File: src/ccr_pkg.sv
/*
 Constants for the configuration control register block: bit positions,
 reset values and the unlock key words. Assumes nothing.
*/
package ccr_pkg;
   localparam logic [3:0]  CCR_OFF_CONFIG   = 4'h0;
   localparam logic [3:0]  CCR_OFF_UNLOCK   = 4'h4;
   localparam logic [3:0]  CCR_OFF_STATUS   = 4'h8;
   localparam int          CCR_BIT_PSLOCK   = 13;
   localparam int          CCR_BIT_MDLOCK   = 12;
   localparam int          CCR_BIT_RPFR     = 8;
   localparam int          CCR_BIT_DBGEN    = 3;
   localparam int          CCR_BIT_ONE      = 2;
   localparam int          CCR_BIT_FLASH_ACCESS_ENABLE     = 1;
   localparam int          CCR_BIT_TWOSEL   = 0;
   localparam logic [31:0] CCR_RESET        = 32'h0000_010F;
   localparam logic [31:0] CCR_IMPL_MASK    = 32'h0000_310B;
   localparam logic [31:0] CCR_KEY1         = 32'hAA99_6655;
   localparam logic [31:0] CCR_KEY2         = 32'h5566_99AA;
endpackage : ccr_pkg

File: src/ccr_sync.sv
/*
 Two flip-flop synchroniser for a level from outside the clock domain.
 Assumes an asynchronous active-low reset.
*/
`timescale 1ns/1ps
module ccr_sync (
   // Clock and reset
   input  wire logic clock,
   input  wire logic nrst,
   // Level
   input  wire logic din,
   output logic      dout
);
   logic meta;

   // First stage feeds only the second
   always_ff @(posedge clock or negedge nrst) begin
      if (!nrst) begin
         meta <= 1'b0;
         dout <= 1'b0;
      end else begin
         meta <= din;
         dout <= meta;
      end
   end
endmodule : ccr_sync

File: src/ccr_top.sv
/*
 Configuration control register with pin-select and module-disable locks,
 flash access gate and debug port controls. Assumes a single-cycle
 register port on the 125 MHz system clock and test mode entry levels
 arriving from pins.
*/
//
// Behaviour
// - Pin select lock set blocks pin-select writes
// - Module disable lock set blocks its writes
// - Lock bits change only after unlock sequence
// - Reduced power flash bit drives low-power read
// - Debug port enable bit drives debug port
// - Test mode entry clears flash access enable
// - Flash access stalled while enable is zero
// - Two-wire output select chooses TDO use
// - Bits 31 to 14 read zero
// - Bit 2 always reads one
`timescale 1ns/1ps
module ccr_top
   import ccr_pkg::*;
(
   // Clock and reset
   input  wire logic        clock,
   input  wire logic        nrst,
   // Register port
   input  wire logic [3:0]  addr,
   input  wire logic [31:0] wdata,
   input  wire logic        wr,
   input  wire logic        rd,
   output logic      [31:0] rdata,
   // Test mode entry levels from pins
   input  wire logic        serial_programming_mode,
   input  wire logic        scan_test_mode,
   // Guarded register group write requests
   input  wire logic        pin_select_wr_req,
   input  wire logic        module_disable_wr_req,
   output logic             pin_select_wr_en,
   output logic             module_disable_wr_en,
   // Flash access
   input  wire logic        flash_req,
   output logic             flash_stall,
   output logic             flash_grant,
   // Controls
   output logic             reduced_power_flash_read,
   output logic             debug_port_enable,
   output logic             two_wire_output_select
);
   logic [31:0] config_q;
   logic        pin_select_lock;
   logic        module_disable_lock;
   logic        low_power_read;
   logic        debug_enable;
   logic        flash_enable;
   logic        tdo_select;
   logic        unlocked;
   logic        prog_s;
   logic        scan_s;
   logic        test_q;
   logic        test_entry;
   logic        wr_cfg;
   logic        lock_refused;

   function automatic logic [31:0] ccr_view(input logic [31:0] v);
      ccr_view = (v & CCR_IMPL_MASK) | (32'h1 << CCR_BIT_ONE);
   endfunction : ccr_view

   ccr_sync u_sync_prog (
      .clock (clock),
      .nrst  (nrst),
      .din   (serial_programming_mode),
      .dout  (prog_s)
   );

   ccr_sync u_sync_scan (
      .clock (clock),
      .nrst  (nrst),
      .din   (scan_test_mode),
      .dout  (scan_s)
   );

   ccr_unlock u_unlock (
      .clock    (clock),
      .nrst     (nrst),
      .wr_key   (wr && addr == CCR_OFF_UNLOCK),
      .wr_other (wr && addr != CCR_OFF_UNLOCK),
      .wdata    (wdata),
      .unlocked (unlocked)
   );

   assign wr_cfg     = wr && addr == CCR_OFF_CONFIG;
   assign test_entry = (prog_s || scan_s) && !test_q;

   // Rising edge of the OR of the two test modes
   always_ff @(posedge clock or negedge nrst) begin
      if (!nrst) begin
         test_q <= 1'b0;
      end else begin
         test_q <= prog_s || scan_s;
      end
   end

   // Lock bits, only while unlocked
   always_ff @(posedge clock or negedge nrst) begin
      if (!nrst) begin
         pin_select_lock     <= CCR_RESET[CCR_BIT_PSLOCK];
         module_disable_lock <= CCR_RESET[CCR_BIT_MDLOCK];
      end else if (wr_cfg && unlocked) begin
         pin_select_lock     <= wdata[CCR_BIT_PSLOCK];
         module_disable_lock <= wdata[CCR_BIT_MDLOCK];
      end
   end

   // Ordinary control bits
   always_ff @(posedge clock or negedge nrst) begin
      if (!nrst) begin
         low_power_read <= CCR_RESET[CCR_BIT_RPFR];
         debug_enable   <= CCR_RESET[CCR_BIT_DBGEN];
         tdo_select     <= CCR_RESET[CCR_BIT_TWOSEL];
      end else if (wr_cfg) begin
         low_power_read <= wdata[CCR_BIT_RPFR];
         debug_enable   <= wdata[CCR_BIT_DBGEN];
         tdo_select     <= wdata[CCR_BIT_TWOSEL];
      end
   end

   // Hardware clear on test entry beats a software set
   always_ff @(posedge clock or negedge nrst) begin
      if (!nrst) begin
         flash_enable <= CCR_RESET[CCR_BIT_FLASH_ACCESS_ENABLE];
      end else if (test_entry) begin
         flash_enable <= 1'b0;
      end else if (wr_cfg) begin
         flash_enable <= wdata[CCR_BIT_FLASH_ACCESS_ENABLE];
      end
   end

   // Word view of the stored bits; one driver per bit, the rest zero
   always_comb begin
      config_q                 = 32'h0;
      config_q[CCR_BIT_PSLOCK] = pin_select_lock;
      config_q[CCR_BIT_MDLOCK] = module_disable_lock;
      config_q[CCR_BIT_RPFR]   = low_power_read;
      config_q[CCR_BIT_DBGEN]  = debug_enable;
      config_q[CCR_BIT_FLASH_ACCESS_ENABLE]   = flash_enable;
      config_q[CCR_BIT_TWOSEL] = tdo_select;
   end

   // Sticky record of a lock-bit write refused for want of unlock
   always_ff @(posedge clock or negedge nrst) begin
      if (!nrst) begin
         lock_refused <= 1'b0;
      end else if (wr_cfg && !unlocked
                   && (wdata[CCR_BIT_PSLOCK] != config_q[CCR_BIT_PSLOCK]
                   || wdata[CCR_BIT_MDLOCK] != config_q[CCR_BIT_MDLOCK])) begin
         lock_refused <= 1'b1;
      end else if (rd && addr == CCR_OFF_STATUS) begin
         lock_refused <= 1'b0;
      end
   end

   // Read data valid only the cycle after the strobe
   always_ff @(posedge clock or negedge nrst) begin
      if (!nrst) begin
         rdata <= 32'h0;
      end else if (rd) begin
         case (addr)
            CCR_OFF_CONFIG: rdata <= ccr_view(config_q);
            CCR_OFF_UNLOCK: rdata <= {31'h0, unlocked};
            CCR_OFF_STATUS: rdata <= {28'h0, lock_refused, test_q,
                                      scan_s, prog_s};
            default:        rdata <= 32'h0;
         endcase
      end else begin
         rdata <= 32'h0;
      end
   end

   // Guarded group writes
   assign pin_select_wr_en     = pin_select_wr_req
                                 && !config_q[CCR_BIT_PSLOCK];
   assign module_disable_wr_en = module_disable_wr_req
                                 && !config_q[CCR_BIT_MDLOCK];

   // Flash gate: a stalled initiator simply waits for the bit
   assign flash_stall = flash_req && !config_q[CCR_BIT_FLASH_ACCESS_ENABLE];
   assign flash_grant = flash_req && config_q[CCR_BIT_FLASH_ACCESS_ENABLE];

   assign reduced_power_flash_read = config_q[CCR_BIT_RPFR];
   assign debug_port_enable        = config_q[CCR_BIT_DBGEN];
   assign two_wire_output_select   = config_q[CCR_BIT_TWOSEL];
endmodule : ccr_top

File: src/ccr_unlock.sv
/*
 System unlock sequencer: two key words written in consecutive writes to
 the unlock offset open the lock bits; any later write to the unlock offset closes them again.
 Assumes register-port strobes on the same clock.
*/
`timescale 1ns/1ps
module ccr_unlock
   import ccr_pkg::*;
(
   // Clock and reset
   input  wire logic        clock,
   input  wire logic        nrst,
   // Write port
   input  wire logic        wr_key,
   input  wire logic        wr_other,
   input  wire logic [31:0] wdata,
   // State
   output logic             unlocked
);
   typedef enum {CCR_IDLE, CCR_HALF, CCR_OPEN} ccr_unlock_e;
   ccr_unlock_e state;

   always_ff @(posedge clock or negedge nrst) begin
      if (!nrst) begin
         state <= CCR_IDLE;
      end else begin
         case (state)
            CCR_IDLE: begin
               if (wr_key && wdata == CCR_KEY1) state <= CCR_HALF;
            end
            CCR_HALF: begin
               if (wr_key && wdata == CCR_KEY2) state <= CCR_OPEN;
               else if (wr_key || wr_other) state <= CCR_IDLE;
            end
            CCR_OPEN: begin
               // Stays open until software writes any word to the unlock offset
               if (wr_key) state <= (wdata == CCR_KEY1) ? CCR_HALF
                                                        : CCR_IDLE;
            end
            default: state <= CCR_IDLE;
         endcase
      end
   end

   assign unlocked = (state == CCR_OPEN);
endmodule : ccr_unlock

File: config.mk
export PLATFORM = sky130hd
export DESIGN_NAME = ccr_top
export DESIGN_NICKNAME = d
export VERILOG_FILES = /design/src/ccr_pkg.sv /design/src/ccr_sync.sv /design/src/ccr_top.sv /design/src/ccr_unlock.sv
export SDC_FILE = /design/constraint.sdc
export NUM_CORES = 1
export LEC_CHECK = 0
export ABC_AREA = 1
export ABC_CLOCK_PERIOD_IN_PS = 2100
export BUFFER_PORTS_ARGS = -buffer_cell sky130_fd_sc_hd__buf_2
export CORE_ASPECT_RATIO = 0.5
export CORE_MARGIN = 2
export CORE_UTILIZATION = 45
export DETAILED_ROUTE_END_ITERATION = 10
export PLACE_DENSITY_LB_ADDON = 0.25
export SKIP_LAST_GASP = 1
export SYNTH_ARGS = -nofsm -noshare
export SYNTH_HDL_FRONTEND = slang
export SYNTH_HIERARCHICAL = 1
export SYNTH_SLANG_ARGS = --single-unit
export TNS_END_PERCENT = 20
File: constraint.sdc
create_clock -name clock -period 2.1 [get_ports clock]
set_clock_uncertainty 0.2 [all_clocks]
set_input_delay 0.42 -clock clock [delete_from_list [all_inputs] [get_ports clock]]
set_output_delay 0.42 -clock clock [all_outputs]
set_load 0.01 [all_outputs]
== Yosys cells after proc, flatten, opt, wreduce, memory -nomap -nowiden ==
Index checks and enable logic that the tools add are counted.
Widths: inputs -> output; s select.
Word-level totals
  register bits: 76
  bits of input ports: 45
  output and inout port bits: 39
  word-level logic and storage cells: 66
Operators by class
  equality and inequality tests: 13
  muxes and demuxes: 12
  reductions and logical operators: 27
Operator list (count)
  $mux 32: 5
  $pmux 32 s3: 1
  $pmux 14 s3: 1
  $eq 32x1->1 const B: 1
  $eq 32x2->1 const B: 1
  $eq 32x3->1 const B: 1
  $eq 32x31->1 const B: 1
  $eq 32x32->1 const B: 1
  $logic_not 32->1: 1
  $logic_and 1x1->1: 14
  $logic_not 1->1: 5
  $mux 1: 5
  $eq 4x3->1 const B: 1
  $eq 4x4->1 const B: 1
  $logic_not 4->1: 1
  $ne 2x1->1 const B: 2
  $ne 4x3->1 const B: 1
  $reduce_bool 2->1: 2
  $logic_or 1x1->1: 3
  $ne 3x1->1 const B: 1
  $reduce_and 3->1: 1
  $ne 1x1->1: 2

== Logic depth before layout (Yosys ltp) ==
  depth in word-level cells: 6
  gate-level depth with buffers: 10
  mapped depth without buffers: 10

== By module ==
The synthesis kept the hierarchy.
By module, submodules not included
  ccr_top: instances 1, cells an instance 113, area an instance 909.6 sq um, sequential area each 380.4 sq um
  ccr_unlock: instances 1, cells an instance 82, area an instance 372.9 sq um, sequential area each 50.0 sq um
  ccr_sync: instances 2, cells an instance 2, area an instance 50.0 sq um, sequential area each 50.0 sq um

== Worst setup path after synthesis ==
OpenSTA, ideal clock, no wires.
  kind: input-to-reg
  start: input port addr[1]
  end: register u_unlock.state[1]
  setup time: 0.065 ns
  arrival: 1.270 ns
  required time: 1.835 ns
  setup slack: 0.565 ns
  cell stages on the path: 10
  buffers on the path: 1
  cell sequence: nor2_4 buf_4 nand2_1 nor2_1 inv_1 nor2_1 nand3_1 nor2_1 nand3_1 nand2_1
On the way
  word-level cells in the longest chain between the ends: 5
  elaborated cells on any way between the ends: 13
  those cells by class: eq/ne (5); mux (2); reduce/logical (6)
Ends and longest elaborated chain
  from (decl): RTL line ccr_top.sv:27  | input wire logic [3:0] addr,
  $eq 4x3->1 / $ne 4x3->1 (equally long branches): RTL line ccr_top.sv:85, ccr_top.sv:86
  $logic_and 1x1->1, on equally long branches: RTL line ccr_top.sv:85, ccr_top.sv:86
  $logic_or 1x1->1 (tied with other cells): RTL line ccr_unlock.sv:33  | else if (wr_key || wr_other) state <= CCR_IDLE;
  $ne 3x1->1 (no line) (tied with other cells)
  $reduce_and 3->1 (no line) / $pmux 32 s3 (equally long branches)
  to (signal assigned): RTL line ccr_unlock.sv:37  | if (wr_key) state <= (wdata == CCR_KEY1) ? CCR_HALF
  to (decl): RTL line ccr_unlock.sv:21  | ccr_unlock_e state;
Several ways; a longest one is shown, not always the timed one.
A chain may end at the register's enable or synchronous reset.

== Worst setup path after layout ==
  start: register flash_enable
  end: output port flash_grant
On the way
  word-level cells in the longest chain between the ends: 1
Ends and longest elaborated chain
  from (decl): RTL line ccr_top.sv:54  | logic flash_enable;
  from (signal assigned): RTL line ccr_top.sv:130  | flash_enable <= CCR_RESET[CCR_BIT_FLASH_ACCESS_ENABLE];
  from (signal assigned): RTL line ccr_top.sv:134  | flash_enable <= wdata[CCR_BIT_FLASH_ACCESS_ENABLE];
  $logic_and 1x1->1: RTL line ccr_top.sv:187  | assign flash_grant = flash_req && config_q[CCR_BIT_FLASH_ACCESS_ENABLE];
  to (decl): RTL line ccr_top.sv:43  | output logic flash_grant,
No other way between the ends.

==> run_results.csv <==
group,metric,value,unit
global_routing,antenna_found_initial,0,
synth,syn_area,1380,sq um
die,core,2960,sq um
synth,synthTopCellsByCount,"52 x nand2_1, 34 x nor2_1, 30 x inv_1",
synth,netlist.area_leader.share,30.8,%
cells_and_area,fin_util,56.8,%
synth,synth-adder-area-share,0,%
placement,portBuffers,58,
sta,finalSetupTns,0,ns
power_and_ir_drop,design_power_total,0.899,mW
setup_path,critPathRequiredTime,1.48,ns
routing,viasPerCell,4.19,
die,pin_count,84,
routing,drc,0,
global_routing,grt_start_max_net_pins,22,
die,die_h,43.2,microns
cells_and_area,nFillCells,301,
routing,firstDrtPassIters,4,
worst_hold_path,holdCritPathClass,"in2reg",
sta,setup_viol,0,
global_routing,grtUsageTotal,15.8,%
setup_path,r2r_end,"pin_select_lock",
synth,yosys_warnings,6,
setup_path,cp-start-kind,"flip-flop",
setup_path,cp-end-kind,"output port",
cts,cts_tree,"done",
cells_and_area,layout.nets,307,
setup_path,worst-r2r-setup-slack,0.82,ns
setup_path,crit_type,"reg2out",
cells_and_area,drive_gt1_share,27.6,%
synth,synth.area.top_cells,"dfrtp_1 31%, buf_4 14%, nand2_1 14%",
global_routing,grt_pass1_wl,4350,microns
setup_path,rr_worst_depth,5,
synth,synth_most_common_cell,"nand2_1",
synth,synth_edf_count,0,
synth,synth_compound_area_share,1.81,%
power_and_ir_drop,peakVddDrop,324,uV
cts,clk_latency,0.26,ns
cts,path_clk_slew,0.08,ns
synth,yosys.area_share.simple,35.7,%
cells_and_area,multi_input_area,631,sq um
die,dieArea,3560,sq um
synth,synthMuxAreaShare,0,%
sta,slew_viol_final,0,
placement,gp_congestion,0.827,
synth,ys_types,20,
sta,hold_viol,0,
global_routing,grt_pass1_vias,1066,
cts,cts_made_buffers,3,
sta,fin_crit,1.66,ns
synth,ys_ff_latch,21,
synth,async_reset_ff_share,100,%
synth,ys_seq_area_share,38.4,%
sta,period_share,78.9,%
outcome,status,"complete, no violations",
setup_path,cp_max_fo,4,
power_and_ir_drop,power_density,534,nW/um^2
synth,synth_top_family_by_area,"simple AND/OR/NAND/NOR gates",
placement,post-place-ws,0.403,ns
cts,clk_path_buf_depth,2,
routing,finalWirelength,2690,microns
sta,worst_slack,0.442,ns
routing,wire_per_inst,8.93,microns
run,max_cap_violations,0,
sta,holdWs,0.0563,ns
setup_path,r2r_start,"u_unlock/state[0]",
cts,cts.htree.levels,1,
cts,clock-root-buffer,"clkbuf_8",
sta,timing.fmax,603,MHz
global_routing,grt_overflow,0,
sta,rsz0062_at_grt,"false",
routing,drtIter0Drc,33,
synth,syn_inst,199,
synth,synth-xor-area-share,1.27,%
worst_hold_path,hold_depth,1,
placement,hpwlAfterDp,2280,microns
routing,ant_nets,0,
synth,avgSynthCellArea,6.95,sq um
setup_path,cp_data_arrival_time,1.04,ns
cells_and_area,register_area,531,sq um
die,die_width,82.4,microns
die,start_util,46.7,%
synth,ys.flop_type,"dfrtp_1",
worst_hold_path,holdPathEnd,"u_sync_prog/meta",
power_and_ir_drop,p_leak,0.988,nW
cts,clock_sinks,21,
routing,vias,1261,
cells_and_area,area_growth,21.6,%
synth,post-synth-top-area-cell,"dfrtp_1",
die,fp-row-count,14,
cells_and_area,n_antenna_cell,0,
worst_hold_path,hp-start,"serial_programming_mode",
-- per-layer routing --
metal / vias to the layer above / GRT usage [%] / wire, microns
met4: 0 / 3.00 / 12
li1: 673 / - / -
met2: 46 / 28.4 / 1300
met1: 540 / 19.8 / 1180
met3: 2 / 3.19 / 194
met5: - / 0 / 0
-- worst max-delay path: stages (launching register included) --
cell and delay (ns):
dfstp_2 0.57, nand2_1 0.05, inv_1 0.04, buf_2 0.11
-- timing repair --
action                    in CTS  in global routing
hold buffers                   1                  0
hold endpoints to repair      17                  0
gates resized for setup        0                  0
buffers inserted               0                  0
-- logic make-up after synthesis --
kind of cell,after synthesis
other cells,1
flops,21
compound gates,5
simple gates,113
buf+inv,57
xor+xnor,2
-- state kept, by name (all words and copies together), names as in the netlist --
name,cells
u_unlock/state,2
debug_port_enable,1
u_sync_scan/meta,1
rdata,7
flash_enable,1
reduced_power_flash_read,1
lock_refused,1
two_wire_output_select,1
u_sync_prog/dout,1
u_sync_prog/meta,1
pin_select_lock,1
u_sync_scan/dout,1
module_disable_lock,1
test_q,1
-- how the worst max path moves through the flow --
stage	from	endpoint	slack, ns
5_1_grt	flash_enable	flash_grant	0.37
2_1_floorplan	addr[1]	u_unlock/state[1]	0.56
4_1_cts	flash_enable	flash_grant	0.44
3_5_place_dp	addr[2]	u_unlock/state[1]	0.40
3_3_place_gp	addr[2]	u_unlock/state[1]	0.46
6_report	flash_enable	flash_grant	0.44
-- power breakdown --
| group | leakage (nW) | internal, mW | switching [mW] |
|---|---|---|---|
| sequential | 0.264 | 0.439 | 0.0149 |
| clock | 0.0255 | 0.132 | 0.131 |
| combinational | 0.698 | 0.0718 | 0.109 |
-- layout make-up --
class                      instances  share of cell area [%]
sequential                        21                    31.5
timing repair buffer              60                    18.3
clock inverter                     1                   0.298
inverter                          31                    6.92
tap                               40                    2.98
clock buffer                       3                    2.46
multi-input combinational        145                    37.5
-- stage by stage --
stage | area [sq um] | instances
global route | 1680 | 301
floorplan | 1470 | 223
global placement | 1630 | 296
finish | 1680 | 301
detailed placement | 1630 | 296
CTS | 1680 | 301
-- cell usage in the layout (no fill, tap or decap), types with 2 or more instances in the layout --
cell type and count:
nand3_1 16, nand2_1 52, buf_2 58, conb_1 25
dfrtp_1 17, xnor2_1 2, inv_1 30, nand3b_1 3
clkbuf_8 3, nor2_4 2, nor2_1 34, nor3_1 2
dfstp_2 4, a21oi_1 3
(Power assumes the default switching activity.)
